### config.mk
export PLATFORM = sky130hd
export DESIGN_NAME = osb_top
export DESIGN_NICKNAME = d
export VERILOG_FILES = /design/src/hw/osb_pkg.sv /design/src/hw/osb_dda.sv /design/src/hw/osb_top.sv
export VERILOG_INCLUDE_DIRS = /design/src /design/src/hw
export SDC_FILE = /design/constraint.sdc
export NUM_CORES = 2
export LEC_CHECK = 0
export BUFFER_PORTS_ARGS = -buffer_cell sky130_fd_sc_hd__buf_2
export CAP_MARGIN = 0
export CORE_MARGIN = 3
export CORE_UTILIZATION = 40
export DETAILED_ROUTE_END_ITERATION = 16
export RECOVER_POWER = 50
export SETUP_SLACK_MARGIN = 0.15
export SLEW_MARGIN = 30
export SYNTH_ARGS = -nofsm -noshare
export SYNTH_HDL_FRONTEND = slang
export SYNTH_HIERARCHICAL = 1
export SYNTH_SLANG_ARGS = --single-unit
### constraint.sdc
create_clock -name clock -period 15.6 [get_ports clock]
set_input_delay 1.56 -clock clock [delete_from_list [all_inputs] [get_ports clock]]
set_output_delay 1.56 -clock clock [all_outputs]
set_load 0.01 [all_outputs]
### src/hw/osb_cfg.svh
// Register offsets, field positions and reset values of the overlay blender.
`ifndef OSB_CFG_SVH
`define OSB_CFG_SVH
// ****************************************************************
// Register byte offsets
// ****************************************************************
`define OSB_ADDR_W 16
`define OSB_OFF_XSTOP 16'h8158
`define OSB_OFF_HFILT 16'h8190
`define OSB_OFF_HSTEP 16'h8198
`define OSB_OFF_BLEND 16'h81a0
`define OSB_OFF_OPQ 16'h81dc
`define OSB_OFF_VSTEP1 16'h81e0
`define OSB_OFF_VSTEP2 16'h81e4
`define OSB_OFF_VDDA 16'h81e8
`define OSB_OFF_PSTART 16'h81f0
`define OSB_OFF_PSIZE 16'h81f4
`define OSB_OFF_SSIZE 16'h81fc
`define OSB_OFF_STATUS 16'h8300
// ****************************************************************
// Field positions
// ****************************************************************
`define OSB_FILT_HI 30
`define OSB_FILT_LO 28
`define OSB_ACC_HI 11
`define OSB_STEP1_HI 10
`define OSB_STEP2_HI 26
`define OSB_STEP2_LO 16
`define OSB_VTYPE_BIT 15
`define OSB_OPQ_EN_BIT 31
`define OSB_OPQ_TOP_BIT 30
`define OSB_STOPQ_HI 12
`define OSB_STOPQ_LO 3
`define OSB_RESTQ_HI 28
`define OSB_RESTQ_LO 19
`define OSB_MODE_HI 26
`define OSB_MODE_LO 24
`define OSB_KP_HI 12
`define OSB_KP_LO 10
`define OSB_KS_HI 4
`define OSB_KS_LO 2
`define OSB_W_HI 26
`define OSB_W_LO 16
`define OSB_H_HI 10
// ****************************************************************
// Reset values and arithmetic constants
// ****************************************************************
`define OSB_REG_RST 32'h0000_0000
`define OSB_WEIGHT_FULL 4'h8
`define OSB_QW_SHIFT 3
`endif

### src/hw/osb_pkg.sv
// Types shared by the overlay scale and blend block.
package osb_pkg;
  // Compose mode codes.
  typedef enum logic [2:0] {
    OSB_SEC_OVER = 3'b000,
    OSB_PRI_OVER = 3'b001,
    OSB_DISSOLVE = 3'b010,
    OSB_FADE = 3'b011,
    OSB_SEC_KEY = 3'b101,
    OSB_PRI_KEY = 3'b110
  } osb_mode_e;
  // Horizontal filter choices.
  typedef enum logic [2:0] {
    OSB_F_PASS = 3'b000,
    OSB_F_LIN024 = 3'b001,
    OSB_F_BILIN = 3'b010,
    OSB_F_LIN122 = 3'b011
  } osb_filt_e;
  typedef logic [7:0] osb_chan_t;
endpackage

### src/hw/osb_dda.sv
// Scaling accumulator that steps once per output pixel or line.
`timescale 1ns/1ps
module osb_dda #(
  parameter int ACC_W = 12,
  parameter int POS_W = 11
) (
  // Clocking.
  input wire logic clock,
  input wire logic reset,
  input wire logic clk_en,
  // Control.
  input wire logic load,
  input wire logic step,
  input wire logic [ACC_W-1:0] seed,
  input wire logic [ACC_W-1:0] first_step_factor,
  input wire logic [ACC_W-1:0] second_step_factor,
  // Result.
  output logic [POS_W-1:0] src_pos,
  output logic advance
);
  logic [ACC_W-1:0] acc_q;
  logic [POS_W-1:0] pos_q;
  logic adv_q;

  // Negative accumulator adds the first factor and holds the source;
  // otherwise the second factor is added and the source moves on.
  always_ff @(posedge clock) begin
    if (reset) begin
      acc_q <= '0;
      pos_q <= '0;
      adv_q <= 1'b0;
    end else if (clk_en) begin
      adv_q <= 1'b0;
      if (load) begin
        acc_q <= seed;
        pos_q <= '0;
      end else if (step) begin
        if (acc_q[ACC_W-1]) begin
          acc_q <= acc_q + first_step_factor;
        end else begin
          acc_q <= acc_q + second_step_factor;
          pos_q <= pos_q + 1'b1;
          adv_q <= 1'b1;
        end
      end
    end
  end

  assign src_pos = pos_q;
  assign advance = adv_q;
endmodule

### src/hw/osb_top.sv
// Overlay composition: scaling steppers, fetch suppression and blending.
// Function
// - Filter field picks horizontal scaling filter only.
// - Vertical type bit: replicate or interpolate.
// - Opaque fetch enable works in opaque modes.
// - Skip fetches hidden under opaque overlay.
// - Blend RGB888 streams, then cursor overlay.
// - Dissolve mixes primary weight and eight minus.
// - Primary weight three bits, all components.
// - Fade mixes both weights over eight.
// - Secondary weight three bits, fade default black.
// - Weights take effect at next vertical sync.
// - Mode 010 selects dissolve in window.
// - Mode 011 selects fade in window.
// - Mode 000 secondary on top, 001 primary.
`timescale 1ns/1ps
`include "osb_cfg.svh"
module osb_top #(
  parameter int AW = `OSB_ADDR_W
) (
  // Clocking and reset.
  input wire logic clock,
  input wire logic reset,
  input wire logic clk_en,
  // Register port.
  input wire logic [AW-1:0] reg_addr,
  input wire logic [31:0] reg_wdata,
  input wire logic reg_write,
  input wire logic reg_read,
  output logic [31:0] reg_rdata,
  // Display timing, from a pin.
  input wire logic vsync_pin,
  input wire logic line_start,
  input wire logic pixel_valid,
  input wire logic in_sec_window,
  input wire logic [10:0] fetch_qword,
  // Pixel streams and cursor.
  input wire logic [23:0] pri_pixel,
  input wire logic [23:0] sec_pixel,
  input wire logic [23:0] cursor_pixel,
  input wire logic cursor_valid,
  // Outputs.
  output logic [23:0] out_pixel,
  output logic out_valid,
  output logic fetch_skip,
  output logic [2:0] h_filter_sel,
  output logic v_interp,
  output logic [10:0] sec_src_x,
  output logic [10:0] sec_src_y
);
  import osb_pkg::*;

  // ****************************************************************
  // Registers
  // ****************************************************************
  logic [31:0] xstop_q, hfilt_q, hstep_q, blend_q, opq_q;
  logic [31:0] vstep1_q, vstep2_q, vdda_q, pstart_q, psize_q, ssize_q;
  // Weights actually in use; only refreshed at vertical sync.
  logic [2:0] kp_live_q;
  logic [2:0] ks_live_q;
  // Two-stage synchroniser for the vsync pin and its edge memory.
  logic vs_m_q, vs_s_q, vs_d_q;
  logic vs_rise;
  logic [31:0] rdata_q;
  logic [31:0] rdata_d;
  // Frame counter shows block state on the status register.
  logic [15:0] frame_cnt_q;

  // Register writes; no side effects beyond storing the word.
  always_ff @(posedge clock) begin
    if (reset) begin
      xstop_q <= `OSB_REG_RST;
      hfilt_q <= `OSB_REG_RST;
      hstep_q <= `OSB_REG_RST;
      blend_q <= `OSB_REG_RST;
      opq_q <= `OSB_REG_RST;
      vstep1_q <= `OSB_REG_RST;
      vstep2_q <= `OSB_REG_RST;
      vdda_q <= `OSB_REG_RST;
      pstart_q <= `OSB_REG_RST;
      psize_q <= `OSB_REG_RST;
      ssize_q <= `OSB_REG_RST;
    end else if (clk_en && reg_write) begin
      unique case (reg_addr)
        `OSB_OFF_XSTOP: xstop_q <= reg_wdata;
        `OSB_OFF_HFILT: hfilt_q <= reg_wdata;
        `OSB_OFF_HSTEP: hstep_q <= reg_wdata;
        `OSB_OFF_BLEND: blend_q <= reg_wdata;
        `OSB_OFF_OPQ: opq_q <= reg_wdata;
        `OSB_OFF_VSTEP1: vstep1_q <= reg_wdata;
        `OSB_OFF_VSTEP2: vstep2_q <= reg_wdata;
        `OSB_OFF_VDDA: vdda_q <= reg_wdata;
        `OSB_OFF_PSTART: pstart_q <= reg_wdata;
        `OSB_OFF_PSIZE: psize_q <= reg_wdata;
        `OSB_OFF_SSIZE: ssize_q <= reg_wdata;
        default: ; // Unmapped writes are dropped.
      endcase
    end
  end

  // Read decode; unmapped addresses read as zero.
  always_comb begin
    rdata_d = '0;
    unique case (reg_addr)
      `OSB_OFF_XSTOP: rdata_d = xstop_q;
      `OSB_OFF_HFILT: rdata_d = hfilt_q;
      `OSB_OFF_HSTEP: rdata_d = hstep_q;
      `OSB_OFF_BLEND: rdata_d = blend_q;
      `OSB_OFF_OPQ: rdata_d = opq_q;
      `OSB_OFF_VSTEP1: rdata_d = vstep1_q;
      `OSB_OFF_VSTEP2: rdata_d = vstep2_q;
      `OSB_OFF_VDDA: rdata_d = vdda_q;
      `OSB_OFF_PSTART: rdata_d = pstart_q;
      `OSB_OFF_PSIZE: rdata_d = psize_q;
      `OSB_OFF_SSIZE: rdata_d = ssize_q;
      `OSB_OFF_STATUS: rdata_d = {10'h000, kp_live_q, ks_live_q,
                                  frame_cnt_q};
      default: rdata_d = '0;
    endcase
  end

  // Read data stands only in the cycle after the strobe.
  always_ff @(posedge clock) begin
    if (reset) begin
      rdata_q <= '0;
    end else if (clk_en) begin
      rdata_q <= reg_read ? rdata_d : 32'h0000_0000;
    end
  end
  assign reg_rdata = rdata_q;

  // ****************************************************************
  // Vertical sync and weight latching
  // ****************************************************************
  // The vsync pin is asynchronous, so only the second stage is used.
  always_ff @(posedge clock) begin
    if (reset) begin
      vs_m_q <= 1'b0;
      vs_s_q <= 1'b0;
      vs_d_q <= 1'b0;
    end else if (clk_en) begin
      vs_m_q <= vsync_pin;
      vs_s_q <= vs_m_q;
      vs_d_q <= vs_s_q;
    end
  end
  assign vs_rise = vs_s_q && !vs_d_q;

  // Weights move to the live copy only at vsync, so a mid-frame
  // rewrite never tears the picture.
  always_ff @(posedge clock) begin
    if (reset) begin
      kp_live_q <= 3'h0;
      ks_live_q <= 3'h0;
      frame_cnt_q <= 16'h0000;
    end else if (clk_en && vs_rise) begin
      kp_live_q <= blend_q[`OSB_KP_HI:`OSB_KP_LO];
      ks_live_q <= blend_q[`OSB_KS_HI:`OSB_KS_LO];
      frame_cnt_q <= frame_cnt_q + 16'h0001;
    end
  end

  // ****************************************************************
  // Scaling steppers
  // ****************************************************************
  logic [10:0] hpos, vpos;

  // Horizontal: step per output pixel inside the window, reseed each
  // line. The factors are sign-extended from eleven bits.
  osb_dda #(.ACC_W(12), .POS_W(11)) u_hdda (
    .clock(clock),
    .reset(reset),
    .clk_en(clk_en),
    .load(line_start),
    .step(pixel_valid && in_sec_window),
    .seed(hfilt_q[`OSB_ACC_HI:0]),
    .first_step_factor({hstep_q[`OSB_STEP1_HI], hstep_q[`OSB_STEP1_HI:0]}),
    .second_step_factor({hstep_q[`OSB_STEP2_HI],
                         hstep_q[`OSB_STEP2_HI:`OSB_STEP2_LO]}),
    .src_pos(hpos),
    .advance()
  );

  // Vertical: step per output line, reseed each frame.
  osb_dda #(.ACC_W(12), .POS_W(11)) u_vdda (
    .clock(clock),
    .reset(reset),
    .clk_en(clk_en),
    .load(vs_rise),
    .step(line_start),
    .seed(vdda_q[`OSB_ACC_HI:0]),
    .first_step_factor({vstep1_q[`OSB_STEP1_HI], vstep1_q[`OSB_STEP1_HI:0]}),
    .second_step_factor({vstep2_q[`OSB_STEP1_HI],
                         vstep2_q[`OSB_STEP1_HI:0]}),
    .src_pos(vpos),
    .advance()
  );

  // Scaler controls go out registered; filter only shapes horizontal.
  always_ff @(posedge clock) begin
    if (reset) begin
      h_filter_sel <= OSB_F_PASS;
      v_interp <= 1'b0;
      sec_src_x <= '0;
      sec_src_y <= '0;
    end else if (clk_en) begin
      h_filter_sel <= hfilt_q[`OSB_FILT_HI:`OSB_FILT_LO];
      v_interp <= vdda_q[`OSB_VTYPE_BIT];
      sec_src_x <= hpos;
      sec_src_y <= vpos;
    end
  end

  // ****************************************************************
  // Opaque overlay fetch suppression
  // ****************************************************************
  osb_mode_e mode;
  logic opaque_mode;
  assign mode = osb_mode_e'(blend_q[`OSB_MODE_HI:`OSB_MODE_LO]);
  assign opaque_mode = (mode == OSB_SEC_OVER) || (mode == OSB_PRI_OVER);

  // Background quadwords from stop up to but not including restart are skipped. The
  // enable is honoured only in the opaque modes, which also guards
  // against software leaving it set while blending or keying.
  always_ff @(posedge clock) begin
    if (reset) begin
      fetch_skip <= 1'b0;
    end else if (clk_en) begin
      fetch_skip <= opq_q[`OSB_OPQ_EN_BIT] && opaque_mode &&
        ({1'b0, fetch_qword[9:0]} >=
         {1'b0, opq_q[`OSB_STOPQ_HI:`OSB_STOPQ_LO]}) &&
        ({1'b0, fetch_qword[9:0]} <
         {1'b0, opq_q[`OSB_RESTQ_HI:`OSB_RESTQ_LO]});
    end
  end

  // ****************************************************************
  // Blender
  // ****************************************************************
  logic [23:0] mix;
  logic [3:0] wp, ws;

  // Weights per mode; dissolve takes eight minus the primary weight.
  always_comb begin
    wp = {1'b0, kp_live_q};
    ws = {1'b0, ks_live_q};
    if (mode == OSB_DISSOLVE) begin
      ws = `OSB_WEIGHT_FULL - {1'b0, kp_live_q};
    end
  end

  // Two products per colour byte; each is at most 8 x 255, 11 bits.
  for (genvar c = 0; c < 3; c++) begin : g_chan
    logic [11:0] sum;
    // Both operands are widened first, so no product bit is lost.
    assign sum = {4'h0, pri_pixel[c*8 +: 8]} * {8'h00, wp} +
                 {4'h0, sec_pixel[c*8 +: 8]} * {8'h00, ws};
    assign mix[c*8 +: 8] = sum[10:`OSB_QW_SHIFT];
  end

  // Stream select and cursor overlay, one cycle of latency.
  always_ff @(posedge clock) begin
    if (reset) begin
      out_pixel <= '0;
      out_valid <= 1'b0;
    end else if (clk_en) begin
      out_valid <= pixel_valid;
      if (cursor_valid) begin
        out_pixel <= cursor_pixel;
      end else if (!in_sec_window) begin
        out_pixel <= pri_pixel;
      end else begin
        unique case (mode)
          OSB_DISSOLVE, OSB_FADE: out_pixel <= mix;
          OSB_PRI_OVER: out_pixel <= pri_pixel;
          default: out_pixel <= sec_pixel;
        endcase
      end
    end
  end
endmodule

==> flow_summary.toml <==
[layout]
drive_gt1_frac = 0.09485
area_growth_pct = 12.52
fin_nets = 3984
utilization = 0.4584
stdcell_area_um2 = 31720

[clocking]
clkSinkCount = 507
cts-htree-levels = 2
path_clk_slew_ns = 0.06
cts_buffers = 55
cts_tree = "yes"
clock_path_buffers = 3
root_buffer = "clkbuf_16"
postCtsSetupBuffers = 0
postCtsHoldBufs = 0
cts_resized = 0
worstSkewPairLatency_ns = 0.63

[timing]
period_needed_ns = 9.736
finalCritPeriodShare = 0.6241
tns_ns = 0
max_slew.worst_pin.slew_ns = 5.156
rsz0062_at_grt = "no"
setup_viol = 0
final-hold-violation-count = 0
maxSlewHeadroom = -2.437
finalClockSkew_ns = 0.03111
fmax_ghz = 0.1027
drv_slew = 396

[logic_synthesis]
syn_inst = 3580
yosys_warnings = 6
syn_area_per_cell_um2 = 7.873
synth.cell_area_um2 = 28190
syn_nets = 3918

[critical_path]
endpoint_kind = "flip-flop"
critPathMaxStageDelay_ns = 3.52
crit_path_cell_trace = "clkbuf_1 > clkbuf_1 > clkbuf_1 > a21oi_1"
r2r-start = "blend_q[25]"
crit_arrival_ns = 10.07
worstSetupPathType = "in2reg"
required_ns = 15.93
reg2reg_depth = 18
crit_path_frequent_cell = "clkbuf_1"
r2r_end = "out_pixel[15]"
worstSetupStartpointType = "input port"
critPathTopFamily = "buffers and inverters"
crit_path_max_fanout = 106
worst_path_max_delay_cell = "clkbuf_1"
r2r_slack_ns = 9.08
critPathBufInv = 3

[place]
hpwl_um = 69930
post_dp_cell_area_um2 = 29990
portBuffers = 223
place.gp.congestion = 0.8809

[power_and_ir_drop]
leakagePower_nw = 11.77
pwr_density_cell_nw_per_um2 = 88.66
swShare = 0.2472
p_int_mw = 2.117
p_seq_frac = 0.466
p_comb_frac = 0.058
power_frac_clock = 0.475
peakVddDrop_uv = 94.97
switching_power_mw = 0.6952

[global_route]
grt_pass1_wl_um = 154500
grt_max_degree = 150
antenna_found_initial = 11
grt_pass1_vias = 24381
grt-ovfl-total = 0
grt_use_total = 0.2695

[die]
core_area_um2 = 69190
core.rowCount = 96
dieArea_um2 = 73690
die_w_um = 271.5
io_pins = 225
start_util = 0.4074
die_h_um = 271.5

[drt]
num_vias = 26331
ant_nets = 0
wl_um = 103100
firstDrtPassIters = 5
via_per_inst = 5.692
routedWlPerCell_um = 22.28
first_iter_violations = 2911
drc_errors = 0

[hold_path]
min_path_type = "reg2reg"
min_from = "vstep1_q[24]"
hold_depth = 2
min_to = "vstep1_q[24]"

[status]
status = "complete, but fails checks"
violations = "capacitance limit, slew limit"

[run]
maxCapViolCount = 5
==> worst min-delay path: cells and delay by family (launching register included) <==
family	cells	cell delay, ns
flops	1	0.30
simple gates	1	0.05
compound gates	1	0.05
==> through the flow <==
stage	hold WS (ns)	cells	power [mW]	setup WS, ns
floorplan	0.4271	3580	1.429	10.02
global route	0.4653	4622	2.886	5.227
detailed placement	0.4419	4519	1.502	9.192
CTS	0.4510	4620	2.826	9.148
finish	0.4499	4626	2.812	5.864
global placement	0.4373	4519	1.501	9.184
==> cells in the final DEF (no fill, tap or decap), drive strengths merged, types with 15 or more instances in the layout <==
master	count
a211oi	31
a21o	16
a21oi	458
a221oi	28
a222oi	17
a22o	25
a22oi	69
a311oi	15
a31oi	22
a32oi	21
and2	96
and3	37
buf	197
clkbuf	171
dfxtp	507
fa	98
ha	99
inv	142
mux2	24
mux2i	76
nand2	878
nand2b	19
nand3	40
nand4	20
nor2	220
nor2b	35
o21ai	69
o22ai	31
xnor2	29
xor2	35
==> metal layers <==
layer | vias to the layer above | global-route usage | wire (µm)
met2 | 1054 | 0.4235 | 46090
met3 | 182 | 0.04490 | 8796
met5 | - | 0 | 70
met4 | 12 | 0.08839 | 3346
li1 | 12346 | - | -
met1 | 12737 | 0.3763 | 44780
==> area by class of cell <==
cell class | count | area [µm²]
Fill cell | 6969 | 37470
Multi-Input combinational cell | 2656 | 16540
Sequential cell | 507 | 10150
Timing Repair Buffer | 286 | 1480
Inverter | 140 | 525.5
Tap cell | 931 | 1165
Antenna cell | 5 | 12.51
Clock buffer | 82 | 1649
Clock inverter | 19 | 198.9
==> power by group through the flow <==
stage | sequential, mW | combinational (mW) | clock, mW
floorplan | 1.34 | 0.0896 | 0
global placement | 1.34 | 0.162 | 0
detailed placement | 1.34 | 0.163 | 0
CTS | 1.31 | 0.163 | 1.35
global route | 1.31 | 0.176 | 1.40
finish | 1.31 | 0.164 | 1.34
==> worst max-delay path by stage <==
| stage | cells past startpoint | start | slack [ns] | endpoint |
|---|---|---|---|---|
| 3_3_place_gp | 18 | blend_q[25] | 9.18 | out_pixel[15] |
| 4_1_cts | 18 | blend_q[25] | 9.15 | out_pixel[15] |
| 2_1_floorplan | 18 | blend_q[25] | 10.02 | out_pixel[15] |
| 6_report | 4 | reset | 5.86 | opq_q[19] |
| 5_1_grt | 4 | reset | 5.23 | xstop_q[11] |
| 3_5_place_dp | 18 | blend_q[25] | 9.19 | out_pixel[15] |
Note: power is estimated with default switching activity, not from simulation.
